==> src/bbh_pkg.sv <==
`default_nettype none
package bbh_pkg;
    // ------------------------------------------------------------------
    // register map, word aligned
    // ------------------------------------------------------------------
    localparam logic [3:0] OFS_REQ    = 4'h0;
    localparam logic [3:0] OFS_IND    = 4'h4;
    localparam logic [3:0] OFS_STATUS = 4'h8;
    localparam logic [3:0] OFS_ADDR   = 4'hc;
    localparam int         IND_VALID_BIT = 8;

    // ------------------------------------------------------------------
    // request codes
    // ------------------------------------------------------------------
    localparam logic [7:0] REQ_RESET   = 8'h01;
    localparam logic [7:0] REQ_STATE   = 8'h02;
    localparam logic [7:0] REQ_SETBUSY = 8'h21;
    localparam logic [7:0] REQ_QUITBSY = 8'h22;
    localparam logic [7:0] REQ_MONITOR = 8'h05;
    localparam logic [7:0] REQ_SYSSTAT = 8'h0d;
    localparam logic [7:0] REQ_SETADDR = 8'hf1;
    localparam logic [7:0] REQ_SETREP  = 8'hf2;
    localparam logic [4:0] REQ_ACKN_HI = 5'h02;
    localparam logic [1:0] SETADDR_BYTES = 2'h3;
    localparam logic [1:0] SETREP_BYTES  = 2'h1;

    // ------------------------------------------------------------------
    // indication codes
    // ------------------------------------------------------------------
    localparam logic [7:0] IND_RESET   = 8'h03;
    localparam logic [2:0] IND_STATE_LO = 3'h7;
    localparam logic [1:0] IND_CFG_LO  = 2'h1;
    localparam logic [7:0] IND_SYSSTAT = 8'h4b;
    localparam logic [6:0] IND_CON_LO  = 7'h0b;

    localparam logic [1:0] MODE_NORMAL = 2'h3;
    localparam logic [2:0] REP_INIT    = 3'h3;

    // ------------------------------------------------------------------
    // timing
    // ------------------------------------------------------------------
    localparam int CLK_PERIOD_NS = 5;
    localparam int BIT_TIME_NS   = 104167;
    localparam int BIT_CYCLES_DEF = BIT_TIME_NS / CLK_PERIOD_NS;
    localparam logic [7:0] ACK_WAIT_BITS = 8'd30;
    localparam logic [7:0] GAP_BUSY_BITS = 8'd150;
    localparam logic [7:0] GAP_NACK_BITS = 8'd50;

    typedef enum logic [1:0] {
        ACK_OK = 2'b00, ACK_BUSY = 2'b01, ACK_NACK = 2'b10, ACK_BAD = 2'b11
    } bbh_ack_e;

    typedef enum logic [1:0] {
        RT_IDLE = 2'b00, RT_ACKW = 2'b01, RT_GAPB = 2'b10, RT_GAPN = 2'b11
    } bbh_retry_e;

    typedef struct packed {
        logic clash;
        logic host_fault;
        logic echo_err;
        logic order_err;
        logic heat;
    } bbh_flags_s;
endpackage
`default_nettype wire

==> src/bbh_services.sv <==
`default_nettype none
// How it works
// - reset request: reinitialise, reset indication on entering normal
// - polling slot collision sets clash flag
// - corrupted host bytes set input fault flag
// - sent zero read one sets echo flag
// - wrongly ordered requests set order fault flag
// - thermal warning sets overheat flag
// - busy mode answers own address with busy
// - host acknowledge request ends busy mode
// - quit busy restores positive acknowledge
// - monitor state forwards everything until reset
// - auto acknowledge: iack, nack on receive error
// - set address stores; first enables, configure indication
// - address applied on idle bus; reset disables
// - configure indication shows five feature bits
// - busy and nack retry limits, both three at reset, set repetition request changes them
// - busy retry after 150 idle bit times
// - nack, bad or missing ack: 50 bit retry
// - limit exhausted: negative confirmation, stop retrying
// - system status shows supply, oscillator, thermal bits
// - low status bits give operating mode
// - warning pin low on bad supply or heat
// - state indication flag order, low bits 111
// - ack bytes forwarded only when monitoring
module bbh_services
    import bbh_pkg::*;
#(
    parameter int BIT_CYCLES = BIT_CYCLES_DEF
) (
    input  wire logic        CLK_SYS,
    input  wire logic        SYS_RST,
    input  wire logic        HSEL,
    input  wire logic [31:0] HADDR,
    input  wire logic [1:0]  HTRANS,
    input  wire logic        HWRITE,
    input  wire logic [2:0]  HSIZE,
    input  wire logic [31:0] HWDATA,
    input  wire logic        HREADY,
    output logic      [31:0] HRDATA,
    output logic             HREADYOUT,
    output logic             HRESP,
    input  wire logic        LINEAR_REG_OK,
    input  wire logic        CONVERTER_TWO_OK,
    input  wire logic        LINE_VOLTAGE_OK,
    input  wire logic        TANK_CAP_OK,
    input  wire logic        OSCILLATOR_OK,
    input  wire logic        OVERHEAT_PRESENT,
    input  wire logic [1:0]  OP_MODE,
    input  wire logic        AUTO_POLL_FLAG,
    input  wire logic        CRC_FLAG,
    input  wire logic        MARKER_FLAG,
    input  wire logic        BUS_IDLE,
    input  wire logic        POLL_CLASH,
    input  wire logic        HOST_BYTE_FAULT,
    input  wire logic        ECHO_MISMATCH,
    input  wire logic        RX_BYTE_VALID,
    input  wire logic [7:0]  RX_BYTE,
    input  wire logic        RX_BYTE_IS_ACK,
    input  wire logic        RX_CHECK,
    input  wire logic [15:0] RX_DEST,
    input  wire logic        RX_DEST_GROUP,
    input  wire logic        RX_ERROR,
    input  wire logic        TX_END,
    input  wire logic        TX_ACK_VALID,
    input  wire bbh_ack_e    TX_ACK_CLASS,
    output logic             FWD_VALID,
    output logic      [7:0]  FWD_BYTE,
    output logic             ACK_SEND,
    output bbh_ack_e         ACK_CODE,
    output logic             RETRANSMIT,
    output logic             RESET_REQ,
    output logic             POWER_FAIL_WARNING_N
);
    // ------------------------------------------------------------------
    // state
    // ------------------------------------------------------------------
    typedef struct packed {
        logic [5:0]  pin_s1;
        logic [5:0]  pin_s2;
        logic [1:0]  mode_q;
        logic        rst_wait;
        logic        rst_ind;
        logic        cfg_ind;
        logic        state_ind;
        logic        stat_ind;
        logic        stat2_ind;
        logic        con_ind;
        logic        con_ok;
        bbh_flags_s  flags;
        logic        busy;
        logic        auto_ack;
        logic        monitor;
        logic [15:0] own_addr;
        logic [15:0] new_addr;
        logic        addr_pend;
        logic [1:0]  need;
        logic        in_setaddr;
        logic [2:0]  busy_lim;
        logic [2:0]  nack_lim;
        logic [2:0]  busy_cnt;
        logic [2:0]  nack_cnt;
        bbh_retry_e  rstate;
        logic [15:0] cyc_cnt;
        logic [7:0]  bit_cnt;
        logic        ack_send;
        bbh_ack_e    ack_code;
        logic        retx;
        logic        rst_req;
        logic        fwd_v;
        logic [7:0]  fwd_b;
        logic [8:0]  ind;
        logic        dp_wr;
        logic [3:0]  dp_ofs;
        logic [31:0] hrdata;
        logic        pfw_n;
    } bbh_state_s;

    bbh_state_s s;
    bbh_state_s next_s;

    function automatic logic [7:0] stat_byte(input logic [5:0] p,
                                             input logic [1:0] m);
        stat_byte = {p, m};
    endfunction

    localparam logic [15:0] BIT_LAST = 16'(BIT_CYCLES - 1);

    logic [7:0]  sys_stat;
    logic        addr_ph;
    logic        rd_ind;
    logic [7:0]  wbyte;
    logic        entered_normal;
    logic        bit_tick;
    logic        retry_busy;
    logic        retry_nack;

    // ------------------------------------------------------------------
    // next-state logic
    // ------------------------------------------------------------------
    always_comb begin
        next_s = s;
        sys_stat = stat_byte(s.pin_s2, OP_MODE);
        addr_ph = HSEL & HTRANS[1] & HREADY;
        rd_ind = addr_ph & ~HWRITE & (HADDR[3:0] == OFS_IND);
        wbyte = HWDATA[7:0];
        entered_normal = (OP_MODE == MODE_NORMAL) && (s.mode_q != MODE_NORMAL);
        bit_tick = (s.cyc_cnt == BIT_LAST);
        retry_busy = 1'b0;
        retry_nack = 1'b0;

        // pins pass two flops before use
        next_s.pin_s1 = {LINEAR_REG_OK, CONVERTER_TWO_OK, LINE_VOLTAGE_OK,
                         TANK_CAP_OK, OSCILLATOR_OK, OVERHEAT_PRESENT};
        next_s.pin_s2 = s.pin_s1;
        next_s.mode_q = OP_MODE;
        next_s.ack_send = 1'b0;
        next_s.retx = 1'b0;
        next_s.rst_req = 1'b0;
        next_s.pfw_n = ~((sys_stat[7:3] != 5'h1f) | sys_stat[2]);

        // bus bytes: ack bytes only while monitoring
        next_s.fwd_v = RX_BYTE_VALID & (~RX_BYTE_IS_ACK | s.monitor);
        next_s.fwd_b = RX_BYTE_VALID ? RX_BYTE : s.fwd_b;

        // ------------------------------------------------------------------
        // automatic acknowledge
        // ------------------------------------------------------------------
        if (RX_CHECK && s.auto_ack && !s.monitor &&
            (RX_DEST_GROUP || RX_DEST == s.own_addr)) begin
            next_s.ack_send = 1'b1;
            if (RX_ERROR) begin
                next_s.ack_code = ACK_NACK;
            end else if (s.busy && !RX_DEST_GROUP) begin
                next_s.ack_code = ACK_BUSY;
            end else begin
                next_s.ack_code = ACK_OK;
            end
        end

        // new address waits for a quiet bus so a frame in flight is
        // acknowledged against one consistent address
        if (s.addr_pend && BUS_IDLE) begin
            next_s.addr_pend = 1'b0;
            next_s.own_addr = s.new_addr;
            next_s.auto_ack = 1'b1;
            if (!s.auto_ack) begin
                next_s.cfg_ind = 1'b1;
            end
        end

        // ------------------------------------------------------------------
        // sticky flags, set wins over the clear on report
        // ------------------------------------------------------------------
        if (s.state_ind && !s.ind[IND_VALID_BIT] || rd_ind && s.state_ind) begin
            next_s.flags = '0;
        end
        if (POLL_CLASH) next_s.flags.clash = 1'b1;
        if (HOST_BYTE_FAULT) next_s.flags.host_fault = 1'b1;
        if (ECHO_MISMATCH) next_s.flags.echo_err = 1'b1;
        if (s.pin_s2[0]) next_s.flags.heat = 1'b1;

        // ------------------------------------------------------------------
        // retransmission
        // ------------------------------------------------------------------
        next_s.cyc_cnt = bit_tick ? '0 : s.cyc_cnt + 16'h0001;
        if (bit_tick && s.bit_cnt != 8'hff) begin
            next_s.bit_cnt = s.bit_cnt + 8'h01;
        end
        case (s.rstate)
            RT_IDLE: begin
                if (TX_END) begin
                    next_s.rstate = RT_ACKW;
                    next_s.cyc_cnt = '0;
                    next_s.bit_cnt = '0;
                end
            end
            RT_ACKW: begin
                if (TX_ACK_VALID) begin
                    case (TX_ACK_CLASS)
                        ACK_OK: begin
                            next_s.con_ind = 1'b1;
                            next_s.con_ok = 1'b1;
                            next_s.busy_cnt = '0;
                            next_s.nack_cnt = '0;
                            next_s.rstate = RT_IDLE;
                        end
                        ACK_BUSY: retry_busy = 1'b1;
                        default: retry_nack = 1'b1;
                    endcase
                end else if (s.bit_cnt >= ACK_WAIT_BITS) begin
                    retry_nack = 1'b1;
                end
            end
            RT_GAPB, RT_GAPN: begin
                if (!BUS_IDLE) begin
                    next_s.cyc_cnt = '0;
                    next_s.bit_cnt = '0;
                end else if (s.bit_cnt >= ((s.rstate == RT_GAPB) ?
                             GAP_BUSY_BITS : GAP_NACK_BITS)) begin
                    next_s.retx = 1'b1;
                    next_s.rstate = RT_IDLE;
                end
            end
            default: next_s.rstate = RT_IDLE;
        endcase
        if (retry_busy || retry_nack) begin
            next_s.cyc_cnt = '0;
            next_s.bit_cnt = '0;
            if (retry_busy && s.busy_cnt < s.busy_lim) begin
                next_s.busy_cnt = s.busy_cnt + 3'h1;
                next_s.rstate = RT_GAPB;
            end else if (retry_nack && s.nack_cnt < s.nack_lim) begin
                next_s.nack_cnt = s.nack_cnt + 3'h1;
                next_s.rstate = RT_GAPN;
            end else begin
                next_s.con_ind = 1'b1;
                next_s.con_ok = 1'b0;
                next_s.busy_cnt = '0;
                next_s.nack_cnt = '0;
                next_s.rstate = RT_IDLE;
            end
        end

        // ------------------------------------------------------------------
        // indication slot, popped by reading it
        // ------------------------------------------------------------------
        if (rd_ind) next_s.ind[IND_VALID_BIT] = 1'b0;
        if (entered_normal && s.rst_wait) begin
            next_s.rst_wait = 1'b0;
            next_s.rst_ind = 1'b1;
        end
        if (!s.ind[IND_VALID_BIT] || rd_ind) begin
            if (s.rst_ind) begin
                next_s.ind = {1'b1, IND_RESET};
                next_s.rst_ind = 1'b0;
            end else if (s.cfg_ind) begin
                next_s.ind = {1'b1, 1'b0, s.busy, s.auto_ack, AUTO_POLL_FLAG,
                              CRC_FLAG, MARKER_FLAG, IND_CFG_LO};
                next_s.cfg_ind = 1'b0;
            end else if (s.con_ind) begin
                next_s.ind = {1'b1, s.con_ok, IND_CON_LO};
                next_s.con_ind = 1'b0;
            end else if (s.stat2_ind) begin
                next_s.ind = {1'b1, sys_stat};
                next_s.stat2_ind = 1'b0;
            end else if (s.state_ind) begin
                next_s.ind = {1'b1, s.flags, IND_STATE_LO};
                next_s.state_ind = 1'b0;
            end else if (s.stat_ind) begin
                next_s.ind = {1'b1, IND_SYSSTAT};
                next_s.stat_ind = 1'b0;
                next_s.stat2_ind = 1'b1;
            end
        end

        // ------------------------------------------------------------------
        // host requests, written one byte at a time
        // ------------------------------------------------------------------
        if (s.dp_wr && s.dp_ofs == OFS_REQ) begin
            if (s.need != 2'h0) begin
                next_s.need = s.need - 2'h1;
                if (s.in_setaddr) begin
                    // third byte is a dummy and is dropped
                    if (s.need == SETADDR_BYTES) begin
                        next_s.new_addr[15:8] = wbyte;
                    end else if (s.need == 2'h2) begin
                        next_s.new_addr[7:0] = wbyte;
                    end else begin
                        next_s.addr_pend = 1'b1;
                    end
                end else begin
                    // bits 3 and 7 are trusted to be zero
                    next_s.busy_lim = wbyte[6:4];
                    next_s.nack_lim = wbyte[2:0];
                end
            end else if (wbyte[7:3] == REQ_ACKN_HI) begin
                next_s.busy = 1'b0;
            end else begin
                case (wbyte)
                    REQ_RESET: begin
                        next_s = '0;
                        next_s.pin_s1 = s.pin_s1;
                        next_s.pin_s2 = s.pin_s2;
                        next_s.mode_q = MODE_NORMAL;
                        next_s.rst_wait = 1'b1;
                        next_s.rst_req = 1'b1;
                        next_s.busy_lim = REP_INIT;
                        next_s.nack_lim = REP_INIT;
                        next_s.pfw_n = s.pfw_n;
                    end
                    REQ_STATE: begin
                        if (s.state_ind) next_s.flags.order_err = 1'b1;
                        next_s.state_ind = 1'b1;
                    end
                    REQ_SYSSTAT: begin
                        if (s.stat_ind || s.stat2_ind) begin
                            next_s.flags.order_err = 1'b1;
                        end
                        next_s.stat_ind = 1'b1;
                    end
                    REQ_SETBUSY: begin
                        if (s.auto_ack) next_s.busy = 1'b1;
                    end
                    REQ_QUITBSY: next_s.busy = 1'b0;
                    REQ_MONITOR: next_s.monitor = 1'b1;
                    REQ_SETADDR: begin
                        next_s.need = SETADDR_BYTES;
                        next_s.in_setaddr = 1'b1;
                    end
                    REQ_SETREP: begin
                        next_s.need = SETREP_BYTES;
                        next_s.in_setaddr = 1'b0;
                    end
                    default: next_s.flags.host_fault = 1'b1;
                endcase
            end
        end

        // ------------------------------------------------------------------
        // bus slave, zero wait states, read data from flops
        // ------------------------------------------------------------------
        next_s.dp_wr = addr_ph & HWRITE;
        next_s.dp_ofs = HADDR[3:0];
        if (addr_ph && !HWRITE) begin
            case (HADDR[3:0])
                OFS_IND: next_s.hrdata = {23'h0, s.ind};
                OFS_STATUS: next_s.hrdata = {s.busy_lim, s.nack_lim,
                    s.monitor, s.busy, s.auto_ack, 3'h0, s.flags, s.rstate,
                    s.ind[IND_VALID_BIT], s.addr_pend, 3'h0, sys_stat};
                OFS_ADDR: next_s.hrdata = {16'h0, s.own_addr};
                default: next_s.hrdata = 32'h0;
            endcase
        end
    end

    always_ff @(posedge CLK_SYS) begin
        if (SYS_RST) begin
            s <= '0;
            s.busy_lim <= REP_INIT;
            s.nack_lim <= REP_INIT;
            s.pfw_n <= 1'b0;
        end else begin
            s <= next_s;
        end
    end

    assign HRDATA = s.hrdata;
    assign HREADYOUT = 1'b1;
    assign HRESP = 1'b0;
    assign FWD_VALID = s.fwd_v;
    assign FWD_BYTE = s.fwd_b;
    assign ACK_SEND = s.ack_send;
    assign ACK_CODE = s.ack_code;
    assign RETRANSMIT = s.retx;
    assign RESET_REQ = s.rst_req;
    assign POWER_FAIL_WARNING_N = s.pfw_n;
endmodule
`default_nettype wire

==> config.mk <==
export PLATFORM = sky130hd
export DESIGN_NAME = bbh_services
export DESIGN_NICKNAME = d
export VERILOG_FILES = /design/src/bbh_pkg.sv /design/src/bbh_services.sv
export SDC_FILE = /design/constraint.sdc
export NUM_CORES = 1
export LEC_CHECK = 0
export BUFFER_PORTS_ARGS = -buffer_cell sky130_fd_sc_hd__buf_2
export CAP_MARGIN = 10
export CORE_MARGIN = 8
export CORE_UTILIZATION = 30
export DETAILED_ROUTE_END_ITERATION = 8
export PLACE_DENSITY = 0.57
export SYNTH_ARGS = -nofsm -noshare
export SYNTH_HDL_FRONTEND = slang
export SYNTH_SLANG_ARGS = --single-unit
==> constraint.sdc <==
create_clock -name CLK_SYS -period 1.79 [get_ports CLK_SYS]
set_clock_uncertainty 0.15 [all_clocks]
set_input_delay 0.0895 -clock CLK_SYS [delete_from_list [all_inputs] [get_ports CLK_SYS]]
set_output_delay 0.0895 -clock CLK_SYS [all_outputs]
set_load 0.1 [all_outputs]
### After elaboration in Yosys (flattened, before gate mapping)

Cells that the tools add are included.

| word-level totals | value |
|---|---|
| input bits | 122 |
| flip-flop bits (word level) | 165 |
| word-level logic and storage cells | 250 |
| output and inout port bits | 49 |

| cells by class | value |
|---|---|
| muxes and demuxes | 103 |
| bitwise operators | 14 |
| add/subtract/negate cells | 5 |
| equal/unequal tests | 34 |
| $lt $le $gt $ge | 4 |
| reductions and logical operators | 47 |

Operator list:

| kind | number |
|---|---|
| 2-to-1 mux 165 bit | 1 |
| 2-to-1 mux 137 bit | 1 |
| 2-to-1 mux 99 bit | 1 |
| one-hot mux 32 bit (3 select lines) | 1 |
| 2-to-1 mux 93 bit | 1 |
| 2-to-1 mux 9 bit | 8 |
| 2-to-1 mux 32 bit | 2 |
| 2-to-1 mux 8 bit | 8 |
| one-hot mux 24 bit (2 select lines) | 1 |
| 2-to-1 mux 46 bit | 1 |
| 2-to-1 mux 1 bit | 34 |
| 2-to-1 mux 17 bit | 2 |
| 2-to-1 mux 33 bit | 1 |
| 2-to-1 mux 16 bit | 2 |
| 2-to-1 mux 27 bit | 1 |
| 2-to-1 mux 2 bit | 13 |
| 2-to-1 mux 26 bit | 1 |
| 2-to-1 mux 24 bit | 1 |
| 2-to-1 mux 6 bit | 4 |
| AND reduction 4 bit | 5 |
| 2-to-1 mux 19 bit | 1 |
| adder 16 x 1 -> 16 bit, second input constant | 1 |
| == test 16 x 15 -> 1 bit, second input constant | 1 |
| == test 16 bit | 1 |
| 47 further kinds | 114 |

### Logic depth before layout (Yosys ltp)

| logic depth | value |
|---|---|
| depth in word-level cells | 18 |
| depth in mapped cells | 8 |

### Worst setup path before layout

Ideal clock, no wire load.

| timing path | value |
|---|---|
| kind | reg-to-reg |
| from | register s[97] in the netlist's numbering |
| to | register s[144] in the netlist's numbering |
| path buffers | 0 |
| data arrival time | 1.657 ns |
| cell stages (with the launch flop) | 7 |
| path slack | -0.136 ns |
| path through | dfxtp_1 -> inv_1 -> ha_1 -> a21o_1 -> a2111oi_4 -> nor3_1 -> o31a_1 |

| on the way | value |
|---|---|
| longest elaborated chain between the ends | 12 |

Ends and longest elaborated chain:

| element | line | RTL |
|---|---|---|
| start, declared | bbh_services.sv:119 | `bbh_state_s s;` |
| start signal, assigned | bbh_services.sv:384 | `s <= next_s;` |
| < comparator 3 bit * | bbh_services.sv:250 | `if (retry_busy && s.busy_cnt < s.busy_lim) begin` |
| logical AND 1 bit * | bbh_services.sv:250 |  |
| 2-to-1 mux 2 bit * | bbh_services.sv:250 |  |
| 2-to-1 mux 2 bit * | bbh_services.sv:247 | `if (retry_busy \|\| retry_nack) begin` |
| 2-to-1 mux 1 bit | bbh_services.sv:281 | `end else if (s.con_ind) begin` |
| 2-to-1 mux 4 bit | bbh_services.sv:277 | `end else if (s.cfg_ind) begin` |
| 2-to-1 mux 5 bit | bbh_services.sv:274 | `if (s.rst_ind) begin` |
| 2-to-1 mux 6 bit * | bbh_services.sv:273 | `if (!s.ind[IND_VALID_BIT] \|\| rd_ind) begin` |
| 2-to-1 mux 4 bit | bbh_services.sv:320 | `case (wbyte)` |
| 2-to-1 mux 27 bit | bbh_services.sv:317 | `end else if (wbyte[7:3] == REQ_ACKN_HI) begin` |
| 2-to-1 mux 46 bit | bbh_services.sv:301 | `if (s.need != 2'h0) begin` |
| 2-to-1 mux 165 bit * | bbh_services.sv:300 | `if (s.dp_wr && s.dp_ofs == OFS_REQ) begin` |

Mark *: on every way between the ends. The rest lies on a longest branch, timed or not. The select of a mux whose other input is x is not followed.
A chain may end at the register's enable or synchronous reset.

### Worst setup path after layout

| timing path | value |
|---|---|
| from | register s[36] in the netlist's numbering |
| to | register s (netlist bit RETRANSMIT) |

| on the way | value |
|---|---|
| longest elaborated chain between the ends | 3 |

Ends and longest elaborated chain:

| element | line |
|---|---|
| logical NOT 4 bit | bbh_services.sv:300 |
| logical AND 1 bit | bbh_services.sv:300 |
| 2-to-1 mux 165 bit | bbh_services.sv:300 |

Every way passes these cells. The select of a mux whose other input is x is not followed.

==> flow_results.org <==
** STA
- Final Max Slew Viols :: 0
- Setup repair after global routing could not meet its margin everywhere.
- After layout, the worst path uses 101% of the clock period.
- The count of endpoints failing hold in the final timing report is 0.
- In this run the tightest slew margin relative to its limit is 67.1%.
- At the pin with the least slew margin, the transition time is 0.490 ns.
- After layout, the minimum clock period comes to 1.81 ns.
- The tightest hold path in the finished design has a slack of 0.0320 ns.
- Finish-stage setup viols :: 18
- Worst setup margin :: -0.0179 ns
- Timing would allow up to 553 MHz.

** Critical path
- Biggest fanout along the worst timing path :: 18
- Category of the critical setup timing path :: reg -> reg
- Worst endpoint required time :: a little under 2 ns
- Capturing element type of the critical path :: flop
- The critical path starts at s[36]$_SDFF_PP0_.
- Arrival time at the worst endpoint :: 1.95 ns
- Nature of the critical path startpoint :: flop
- R2R Path Start :: s[36]$_SDFF_PP0_

** Logic synthesis
- After synthesis the netlist holds a flip-flop and latch count of 162.
- Synthesized netlist cell count :: 896
- Summing the areas of all xor and xnor instances in the mapped netlist gives under 10% of the synthesized area.
- The synthesized netlist contains 69 unique library cells.
- A synthesized cell averages about 8.5 µm².
- The top cell type by area accounts for 42.5% of the synthesized area.
- Yosys mapped a number of flops with a built-in enable equal to 0.
- Most instantiated flip-flop cell in the synthesis netlist :: dfxtp_1
- Of all cell types, the one taking the most synthesized area is dfxtp_1.
- Counting flops with an async set or reset pin after synthesis yields a share of 0%.
- The synthesized netlist devotes roughly 2.1% of its cell area to adder and majority cells.
- After Yosys synthesis, and, or, nand and nor cells account for 22.9% of the synthesized area.
- By area, the combinational part of the netlist is dominated by simple AND/OR/NAND/NOR gates.
- Summing the sequential cell areas from Yosys gives between 40% and 50% of the chip area.
- During synthesis, Yosys emitted a total of 0 warnings.
- The portion of synthesized area spent on multiplexers is approximately 5.2%.
- Post-synthesis instance area :: around 7600 µm²
- Top area cells in the synthesized netlist :: dfxtp_1 (42%), nor2_1 (6.5%), nand2_1 (4.9%)
- The synthesized netlist devotes between 10% and 20% of its cell area to compound gates.

** Floorplanning
- Height of the die :: 176 µm
- Core Rows :: 58
- Die extent in x :: around 180 µm
- The initial utilization of the core area, before any placement, comes to 30.4%.
- In this run the standard cell core region covers 25,100 µm².
- Die outline area :: 30,800 µm²
- Io pins :: 171

** Global routing
- Global routing used 14.9% of the available tracks.
- The first global-routing pass estimated roughly 37 mm of wire.
- Maximum number of pins on one net before global-route repair :: 81
- The via count of the first global-routing pass came to 6,904.
- Number of antenna violations at the first check in global routing :: 2
- After global routing the overflow that remains totals 0.

** Finish
- Ratio of cells with drive above 1 in the final layout :: about a third
- The top cell types in the final layout, fill and taps aside, are dfxtp_1 (149), nor2_1 (127), buf_2 (109).
- Most common library cell in the layout ignoring fill and taps :: dfxtp_1
- Area growth syn-to-layout :: 43.8%
- Number of nets in the layout :: 1,256
- Utilization of the core after routing :: 43.7%
- Final non-filler cell total :: 1,464

** Clock tree
- The H-tree was split into 4 levels.
- Clock root buffer :: clkbuf_16
- Clock tree buffer depth :: 2
- The later pin in the worst-skew pair is clocked with a latency of approximately 0.43 ns.
- For this design, the sink count on the clock tree is 162.
- TritonCTS built the clock tree.
- Total clock buffers created by CTS :: 17
- Clock edge transition at the registers on the reported setup and hold paths :: approximately 0.060 ns

** Power and ir drop
- Power per standard cell area :: 783 nW/µm²
- Pleak :: 4.52 nW
- IR drop worst, VDD :: 0.448 mV
- Post-route total power :: 8.60 mW

** Detailed routing
- After detailed routing, the total wire length is 23.4 mm.
- The first TritonRoute pass finished after 5 iterations.
- DRC violation count after routing :: 0
- Total vias in the final route :: 7,091
- After detailed routing, the average wire length per cell comes to 16.0 µm.
- In the routed layout, each cell is associated on average with a via count of 4.84.
- Iteration-0 DRC Markers :: ~360
- Count of antenna-violating nets left after detailed routing :: 0

** Min path
- Startpoint of the lowest-slack hold path :: TX_ACK_CLASS[0]
- In this run the worst hold path is classified as in -> reg.

** Flow run
- Number of max-cap violations :: 0

** Placement
- Once detailed placement completed, the half-perimeter wirelength came to 17.0 mm.
- Routability-driven placement finished with a final weighted congestion of 0.848.
- Count of buffers from port buffering :: about 110
- Including well taps, the total number of placed cells is 1,381.

** Run status
- Outcome :: finished with violations
- Violated checks :: setup timing
logic make-up after synthesis:
| kind of cell | Yosys count |
|---|---|
| compound gates | 174 |
| xor+xnor | 38 |
| mux | 39 |
| other cells | 2 |
| buf+inv | 103 |
| fa+ha+maj | 13 |
| simple gates | 365 |
| flops | 162 |
path summary, 6_finish.rpt:
path	to	slack [ns]	depth (start not counted)
worst min register to register	s[161]$_SDFFE_PP0P_	0.30	2
worst min-delay path	s[143]$_SDFF_PP0_	0.03	4
worst max register to register	RETRANSMIT$_SDFF_PP0_	-0.02	6
worst max-delay path	RETRANSMIT$_SDFF_PP0_	-0.02	6
through the flow:
stage	area (µm²)	worst slack, ns	setup TNS [ns]
after floorplan	7660	-0.0559	-0.0559
after global placement	9200	-0.150	-6.41
after detailed placement	9200	-0.136	-6.13
after CTS	10400	-0.0509	-0.159
after global routing	11000	-0.118	-5.59
final	11000	-0.0179	-0.151
worst max-delay path, cell delays in order, from the launching register on:
cell	delay [ns]
dfxtp_2	0.33
nor4_4	0.29
buf_4	0.17
and3_4	0.24
a21o_4	0.23
buf_12	0.18
nor3_1	0.08
state kept, by name, indices dropped and copies added (netlist names):
signal                count
s                       118
HRDATA                   29
FWD_BYTE                  8
ACK_CODE                  2
ACK_SEND                  1
FWD_VALID                 1
POWER_FAIL_WARNING_N      1
RESET_REQ                 1
RETRANSMIT                1
synthesized netlist by cell type (3+ instances only):
library cell  count
nand2_1          99
a211o_1           5
buf_4            45
o21ai_0          27
nand2b_1          8
o31ai_1           5
nor4b_1           4
a32oi_1           3
o211ai_1          5
mux2i_1          33
nor3_1           22
a221oi_1          3
xnor2_1          17
buf_2            12
nor3b_1           5
nor4_1            8
nand3_1          17
or3_1             4
ha_1             13
mux2_2            6
dfxtp_1         162
and2_1            4
a21oi_1          58
inv_1            21
and3_1           15
xor2_1           21
clkbuf_1         23
nor2_1          132
nand3b_1          5
a22oi_1          34
a211oi_1          6
nor2b_1          14
nand4_1           8
final cells by class:
class | count | area [µm²]
clock buffer | 21 | 470
sequential | 162 | 3260
clock inverter | 10 | 149
timing repair buffer | 285 | 2220
antenna | 1 | 2.50
fill | 2453 | 14100
inverter | 21 | 78.8
tap | 330 | 413
multi-input combinational | 634 | 4380
metal layers:
| metal | up-vias | wire length [µm] | global-route usage [%] | part of all wire [%] |
|---|---|---|---|---|
| li1 | 3532 | - | - | - |
| met1 | 3362 | 10400 | 18.7 | 44 |
| met2 | 166 | 11300 | 25.1 | 48 |
| met3 | 29 | 1210 | 3.31 | 5.2 |
| met4 | 2 | 525 | 4.45 | 2.2 |
| met5 | - | 13 | 0 | 0.055 |
what timing repair did:
action / in CTS / in global routing
resized for setup: 38 / 109
hold endpoints to repair: 40 / 0
endpoints found under the setup margin: 140 / 98
pin swaps: 11 / 38
buffers inserted: 2 / 3
gates cloned: 0 / 3
hold buffers: 44 / 0
where the power goes:
group,switching (mW),internal (mW)
logic,0.553,0.445
clock network,1.53,2.32
registers,0.0671,3.68
total,2.15,6.44
(Power assumes the default switching activity.)
